<file path="src/pkg/ses_cfg.svh">
// Constants of the status event summary block: selects, bit positions, reset values.
// Assumes it is included by its bare name from the package and the design file.
`ifndef SES_CFG_SVH
`define SES_CFG_SVH

// Register selects on the command port
`define SES_SEL_STATUS_BYTE   4'h0
`define SES_SEL_SRQ_MASK      4'h1
`define SES_SEL_STD_LATCH     4'h2
`define SES_SEL_STD_MASK      4'h3
`define SES_SEL_SRC_COND      4'h4
`define SES_SEL_RISE_SELECT   4'h5
`define SES_SEL_FALL_SELECT   4'h6
`define SES_SEL_SRC_LATCH     4'h7
`define SES_SEL_SRC_MASK      4'h8

// Status byte fields
`define SES_SB_SRC_SUMMARY    0
`define SES_SB_EVT_SUMMARY    5
`define SES_SB_MASTER         6

// Standard event latch fields
`define SES_STD_OPC           0
`define SES_STD_QUERY_ERR     2
`define SES_STD_DEV_ERR       3
`define SES_STD_EXEC_ERR      4
`define SES_STD_CMD_ERR       5
`define SES_STD_USER_REQ      6
`define SES_STD_VALID_BITS    8'h7D

// Source condition and latch fields
`define SES_COND_OVERLOAD     0
`define SES_COND_INTERLOCK    1
`define SES_SRC_SCAN_DONE     6
`define SES_SRC_SCAN_CANCEL   7

// Writable bits of the service request mask
`define SES_SRQ_VALID_BITS    8'hBF

// Reset value of every register
`define SES_RESET_BYTE        8'h00

`endif

</file>
<file path="src/pkg/ses_pkg.sv">
// Types of the status event summary block.
// Assumes ses_cfg.svh is reachable on the include path.
`include "ses_cfg.svh"

package ses_pkg;

  typedef logic [7:0] ses_byte_t;
  typedef logic [3:0] ses_sel_t;
  typedef logic [2:0] ses_bit_t;
  typedef logic [1:0] ses_cond_t;

endpackage

</file>
<file path="src/hdl/ses_status_event_summary.sv">
// Status event summary: condition, transition select, sticky latches, masks, status byte.
// Assumes a command parser drives the command port one request per cycle at most,
// and that event inputs are one-cycle pulses synchronous to clk_i.
`timescale 1ns/1ps
`include "ses_cfg.svh"

module ses_status_event_summary (
  input  wire logic             clk_i,
  input  wire logic             rst_i,
  input  wire logic             ce_i,
  // Command port
  input  wire logic             cmd_valid_i,
  input  wire logic             cmd_write_i,
  input  wire ses_pkg::ses_sel_t cmd_sel_i,
  input  wire logic             cmd_single_i,
  input  wire ses_pkg::ses_bit_t cmd_bit_i,
  input  wire ses_pkg::ses_byte_t cmd_wdata_i,
  input  wire logic             clear_status_i,
  output logic                  rsp_valid_o,
  output ses_pkg::ses_byte_t    rsp_data_o,
  // Event sources
  input  wire logic             opc_cmd_i,
  input  wire logic             query_lost_i,
  input  wire logic             overflow_i,
  input  wire logic             exec_err_i,
  input  wire logic             cmd_err_i,
  input  wire logic             button_i,
  input  wire logic             scan_cancel_i,
  input  wire logic             scan_done_i,
  input  wire logic             overload_flag_i,
  input  wire logic             interlock_i,
  // Summary outputs
  output ses_pkg::ses_byte_t    status_byte_o,
  output logic                  mss_o
);
  import ses_pkg::*;

  ////////////////////////////////////////////////////////////////////////////
  // Helpers

  // One-hot for a single-bit access, all ones for a whole-byte access
  function automatic ses_byte_t bit_mask(input logic single, input ses_bit_t idx);
    ses_byte_t m;
    m = 8'h01 << idx;
    return single ? m : 8'hFF;
  endfunction

  // Value returned to the host: one bit in bit 0, or the whole byte
  function automatic ses_byte_t pick(input logic single, input ses_bit_t idx, input ses_byte_t v);
    return single ? {7'h00, v[idx]} : v;
  endfunction

  ////////////////////////////////////////////////////////////////////////////
  // Registers and decode

  ses_byte_t srq_mask;
  ses_byte_t std_latch;
  ses_byte_t std_mask;
  ses_byte_t rise_select;
  ses_byte_t fall_select;
  ses_byte_t src_latch;
  ses_byte_t src_mask;
  ses_cond_t cond_prev;

  ses_cond_t source_condition;
  ses_byte_t cmd_mask;
  ses_byte_t wr_value;
  logic      do_read;
  logic      do_write;
  logic      source_summary_bit;
  logic      evt_summary;
  ses_byte_t status_pre;
  ses_byte_t status_byte;
  logic      mss;
  ses_byte_t std_set;
  ses_byte_t src_set;
  ses_byte_t std_clr;
  ses_byte_t src_clr;
  ses_byte_t next_std_latch;
  ses_byte_t next_src_latch;
  ses_byte_t next_rsp;

  always_comb begin
    source_condition                      = 2'b00;
    source_condition[`SES_COND_OVERLOAD]  = overload_flag_i;
    source_condition[`SES_COND_INTERLOCK] = interlock_i;
  end

  assign do_read  = cmd_valid_i & ~cmd_write_i;
  assign do_write = cmd_valid_i & cmd_write_i;
  assign cmd_mask = bit_mask(cmd_single_i, cmd_bit_i);

  // Single-bit write sets or clears the addressed bit; whole write loads the byte
  function automatic ses_byte_t merge(input ses_byte_t cur);
    if (cmd_single_i) begin
      return cmd_wdata_i[0] ? (cur | cmd_mask) : (cur & ~cmd_mask);
    end
    return cmd_wdata_i;
  endfunction

  ////////////////////////////////////////////////////////////////////////////
  // Summaries

  always_comb begin
    source_summary_bit = |(src_latch & src_mask);
    evt_summary        = |(std_latch & std_mask);
    status_pre                      = `SES_RESET_BYTE;
    status_pre[`SES_SB_SRC_SUMMARY] = source_summary_bit;
    status_pre[`SES_SB_EVT_SUMMARY] = evt_summary;
    mss                             = |(status_pre & srq_mask);
    status_byte                     = status_pre;
    status_byte[`SES_SB_MASTER]     = mss;
  end

  ////////////////////////////////////////////////////////////////////////////
  // Event sets and clears

  always_comb begin
    std_set = `SES_RESET_BYTE;
    std_set[`SES_STD_OPC]       = opc_cmd_i;
    std_set[`SES_STD_QUERY_ERR] = query_lost_i;
    std_set[`SES_STD_DEV_ERR]   = overflow_i;
    std_set[`SES_STD_EXEC_ERR]  = exec_err_i;
    std_set[`SES_STD_CMD_ERR]   = cmd_err_i;
    std_set[`SES_STD_USER_REQ]  = button_i;

    src_set = `SES_RESET_BYTE;
    src_set[1:0] = (source_condition & ~cond_prev & rise_select[1:0]) |
                   (~source_condition & cond_prev & fall_select[1:0]);
    src_set[`SES_SRC_SCAN_DONE]   = scan_done_i;
    src_set[`SES_SRC_SCAN_CANCEL] = scan_cancel_i;

    // clears by read or clear command
    std_clr = clear_status_i ? 8'hFF : `SES_RESET_BYTE;
    src_clr = clear_status_i ? 8'hFF : `SES_RESET_BYTE;
    if (do_read && cmd_sel_i == `SES_SEL_STD_LATCH) begin
      std_clr = std_clr | cmd_mask;
    end
    if (do_read && cmd_sel_i == `SES_SEL_SRC_LATCH) begin
      src_clr = src_clr | cmd_mask;
    end

    next_std_latch = ((std_latch & ~std_clr) | std_set) & `SES_STD_VALID_BITS;
    next_src_latch = (src_latch & ~src_clr) | src_set;
  end

  ////////////////////////////////////////////////////////////////////////////
  // Read data

  always_comb begin
    case (cmd_sel_i)
      `SES_SEL_STATUS_BYTE: next_rsp = pick(cmd_single_i, cmd_bit_i, status_byte);
      `SES_SEL_SRQ_MASK:    next_rsp = pick(cmd_single_i, cmd_bit_i, srq_mask);
      `SES_SEL_STD_LATCH:   next_rsp = pick(cmd_single_i, cmd_bit_i, std_latch);
      `SES_SEL_STD_MASK:    next_rsp = pick(cmd_single_i, cmd_bit_i, std_mask);
      `SES_SEL_SRC_COND:    next_rsp = pick(cmd_single_i, cmd_bit_i, {6'h00, source_condition});
      `SES_SEL_RISE_SELECT: next_rsp = pick(cmd_single_i, cmd_bit_i, rise_select);
      `SES_SEL_FALL_SELECT: next_rsp = pick(cmd_single_i, cmd_bit_i, fall_select);
      `SES_SEL_SRC_LATCH:   next_rsp = pick(cmd_single_i, cmd_bit_i, src_latch);
      `SES_SEL_SRC_MASK:    next_rsp = pick(cmd_single_i, cmd_bit_i, src_mask);
      default:              next_rsp = `SES_RESET_BYTE;
    endcase
  end

  ////////////////////////////////////////////////////////////////////////////
  // State

  always_ff @(posedge clk_i) begin
    if (rst_i) begin
      std_latch <= `SES_RESET_BYTE;
      src_latch <= `SES_RESET_BYTE;
      cond_prev <= 2'b00;
    end else if (ce_i) begin
      std_latch <= next_std_latch;
      src_latch <= next_src_latch;
      cond_prev <= source_condition;
    end
  end

  always_ff @(posedge clk_i) begin
    if (rst_i) begin
      srq_mask    <= `SES_RESET_BYTE;
      std_mask    <= `SES_RESET_BYTE;
      rise_select <= `SES_RESET_BYTE;
      fall_select <= `SES_RESET_BYTE;
      src_mask    <= `SES_RESET_BYTE;
    end else if (ce_i && do_write) begin
      case (cmd_sel_i)
        `SES_SEL_SRQ_MASK:    srq_mask    <= merge(srq_mask) & `SES_SRQ_VALID_BITS;
        `SES_SEL_STD_MASK:    std_mask    <= merge(std_mask);
        `SES_SEL_RISE_SELECT: rise_select <= merge(rise_select);
        `SES_SEL_FALL_SELECT: fall_select <= merge(fall_select);
        `SES_SEL_SRC_MASK:    src_mask    <= merge(src_mask);
        default: begin
        end
      endcase
    end
  end

  // Response, one cycle after a read
  always_ff @(posedge clk_i) begin
    if (rst_i) begin
      rsp_valid_o <= 1'b0;
      rsp_data_o  <= `SES_RESET_BYTE;
    end else if (ce_i) begin
      rsp_valid_o <= do_read;
      if (do_read) begin
        rsp_data_o <= next_rsp;
      end
    end
  end

  // Registered summary outputs
  always_ff @(posedge clk_i) begin
    if (rst_i) begin
      status_byte_o <= `SES_RESET_BYTE;
      mss_o         <= 1'b0;
    end else if (ce_i) begin
      status_byte_o <= status_byte;
      mss_o         <= mss;
    end
  end

endmodule

</file>
<file path="config.mk">
export PLATFORM = sky130hd
export DESIGN_NAME = ses_status_event_summary
export DESIGN_NICKNAME = d
export VERILOG_FILES = /design/src/pkg/ses_pkg.sv /design/src/hdl/ses_status_event_summary.sv
export VERILOG_INCLUDE_DIRS = /design/src /design/src/pkg
export SDC_FILE = /design/constraint.sdc
export NUM_CORES = 1
export LEC_CHECK = 0
export BUFFER_PORTS_ARGS = -buffer_cell sky130_fd_sc_hd__buf_2
export CAP_MARGIN = 20
export CORE_ASPECT_RATIO = 1.5
export CORE_MARGIN = 1
export CORE_UTILIZATION = 23
export CTS_BUF_LIST = sky130_fd_sc_hd__clkbuf_16
export DETAILED_ROUTE_END_ITERATION = 16
export GPL_TIMING_DRIVEN = 0
export PLACE_DENSITY = 0.37
export SYNTH_ARGS = -nofsm -noshare
export SYNTH_HDL_FRONTEND = slang
export SYNTH_SLANG_ARGS = --single-unit
</file>
<file path="constraint.sdc">
create_clock -name clk_i -period 2.7 [get_ports clk_i]
set_clock_uncertainty 0.1 [all_clocks]
set_input_delay 0.135 -clock clk_i [delete_from_list [all_inputs] [get_ports clk_i]]
set_output_delay 0.135 -clock clk_i [all_outputs]
set_load 0.01 [all_outputs]
</file>
==> out/qor.yml <==
avgRoutedWirePerCell_microns: 22.33
cts_buffers: 9
ctsResizeCount: 0
crit_arrival_ps: 2160
rrSetupSlack_ps: 720
p_clk_share_pct: 49.8
slew_headroom_pct: 32.30
layout_common_cells: "67 x dfxtp_1, 58 x a21oi_1, 49 x buf_2"
yosys.area.top_type: "dfxtp_1"
path_buf_inv: 3
fp.dieH_microns: 159.7
num_vias: 3894
area_delta_synth_final_pct: 23.31
finalSetupViolations: 0
async_flop_share_pct: 0
cts_tree: "yes"
cts.clk_slew.worst_paths_ps: 60
diodes: 0
holdPathEnd: "cond_prev[1]$_SDFFE_PP0P_"
n_fill_cell: 1735
hpwl_mm: 12.89
reg2reg_depth: 5
fin_crit_sh_pct: 75.89
max_stage_delay_ps: 770
clock_sinks: 67
syn_avg_cell_area_sq_um: 8.395
finalMaxSlewViolations: 0
hold_viol: 0
crit_start: "cmd_bit_i[2]"
grt_first_pass_wirelength_mm: 24.60
preCtsSetupSlack_ps: 213.2
cp_data_required_time_ps: 2810
power_leakage_nw: 1.703
core_sq_um: 16190
antenna_found_initial: 0
cts-root-buf: "clkbuf_16"
setup_tns_ps: 0
clock_path_buffers: 2
cpMostUsedCell: "o21ai_0"
synth.area.top_cells: "dfxtp_1 35%, a21oi_1 7.6%, a211oi_1 7.3%"
end_kind: "register"
io_pins: 50
r2r_end: "rsp_data_o[0]$_SDFFE_PP0P_"
wl_mm: 16.28
final_util_pct: 29.03
synth_edf_count: 0
fin_crit_ps: 2049
port_buffers: 40
rsz0062_at_grt: "false"
gp_congestion: 0.8961
syn_area_sq_um: 3811
ys_ff_latch: 67
fin_ws_ps: 651.0
grt_max_degree: 14
max_slew.worst_pin.slew_ps: 1005
drcViolationCount: 0
min_path_cells: 3
first_global_vias: 3926
status: "completed"
critPathMaxFanout: 10
drive_gt1_share_pct: 19.69
drt-pass1-iter-count: 4
rows: 57
use_met2_pct: 34.78
p_per_area_nw_per_um2: 558.0
grt-busiest-layer: "met2"
fmax_mhz: 488.1
first_iter_violations: 294
critPathSlowestCell: "o21ai_0"
routed_via_density: 5.342
ir_drop_mv: 0.2404
worstPathCellList: "buf_2 > clkbuf_1 > inv_1 > o21ai_0 > nor2_1 > o21ai_0 > a21oi_1"
seqPwrFrac_pct: 38.9
use_met1_pct: 22.66
start_kind: "input port"
crit_type: "in2reg"
synth_cells: 454
worst_hold_path_type: "in2reg"
cap_violations: 0
dieWidth_microns: 107.1
fin_nets: 550
synthFlopType: "dfxtp_1"
ys_types: 59
clk_latency_ps: 350
dieArea_sq_um: 17100
start_util_pct: 23.54
gr-usage-met3_pct: 2.408
p_total_mw: 2.622
yosysWarnings: 0
power.share.switching_pct: 26.91
final_common_cell: "dfxtp_1"
cts-htree-levels: 3
comb_power_share_pct: 11.3
p_sw_uw: 705.6
min_from: "interlock_i"
synth-seq-area-share_pct: 35.19
internal_power_mw: 1.917
ant_nets: 0
grt.total_usage_pct: 19.89
crit_family: "compound AO/OA/AOI/OAI gates"
overflow: 0
synth_top_area_share_pct: 35.19
## final cells by class
class | instances | area [sq um] | area share (%)
Buffer | 41 | 215.2 | 4.579
Clock buffer | 9 | 225.2 | 4.792
Clock inverter | 7 | 100.1 | 2.130
Inverter | 8 | 30.03 | 0.6390
Multi-Input combinational cell | 342 | 2240 | 47.66
Sequential cell | 67 | 1341 | 28.54
Tap cell | 206 | 257.7 | 5.485
Timing Repair Buffer | 49 | 290.3 | 6.177
## power by group through the flow
stage	sequential, mW	combinational, mW	clock [mW]
3_3_place_gp	1.04	0.289	0
3_5_place_dp	1.04	0.287	0
6_report	1.02	0.296	1.31
2_1_floorplan	1.04	0.172	0
4_1_cts	1.02	0.298	1.32
5_1_grt	1.02	0.322	1.37
## cells in the mapped netlist, types with 2 or more instances
master	count
nand3_1	8
a221o_1	8
buf_2	9
a32oi_1	3
buf_1	4
nand3b_1	3
a211oi_1	37
nor4_4	2
o21ai_0	23
mux4_2	5
nor3_1	6
mux2i_1	12
mux2_2	10
a21oi_1	58
buf_4	11
a22oi_1	21
o2111ai_1	4
and2b_1	3
and3_1	7
nand2b_1	5
inv_1	7
nor3b_1	5
nand4b_1	2
nor2_1	36
nor2b_1	4
nand4_1	3
o21ai_1	4
dfxtp_1	67
o21bai_1	2
and3b_1	2
nand2_1	40
clkbuf_1	15
o211ai_1	2
## worst max-delay path by stage
stage	cells past startpoint	end	slack, ps
global placement	7	std_latch[6]$_SDFFE_PP0P_	220
global route	7	std_latch[6]$_SDFFE_PP0P_	460
CTS	7	src_latch[6]$_SDFFE_PP0P_	580
floorplan	7	rsp_data_o[6]$_SDFFE_PP0P_	1040
detailed placement	7	src_latch[6]$_SDFFE_PP0P_	210
finish	7	std_latch[6]$_SDFFE_PP0P_	650
## per-layer routing
metal  part of all wire [%]  wire (microns)
met1                     39            6427
met2                     51            8307
met3                    4.2             680
met4                    5.3             862
met5                      0               0
## tightest hold or removal path, cell delays in order
cell and delay, ps:
buf_2 140, mux2i_1 90, nor2_1 80
## per-stage QoR
step / cells / hold slack, ps / cell area, sq um
after floorplan: 458 / 179.8 / 3826
after global placement: 704 / 286.9 / 4284
after detailed placement: 704 / 293.4 / 4284
after CTS: 729 / 34.65 / 4700
after global routing: 729 / 81.54 / 4700
final: 729 / 31.16 / 4700
## what timing repair did
action	in CTS	in global routing
hold buffers	9	0
buffers inserted	0	0
endpoints found under the hold margin	9	0
setup endpoints to repair	0	0
## logic make-up after synthesis
kind of cell           synth area share (%)
other                               0.09840
and+or+nand+nor                       18.81
muxes                                 9.061
DFF                                   35.19
AOI/OAI and AO/OA                     30.40
buffers and inverters                 6.434
Note: power is estimated with default switching activity, not from simulation.
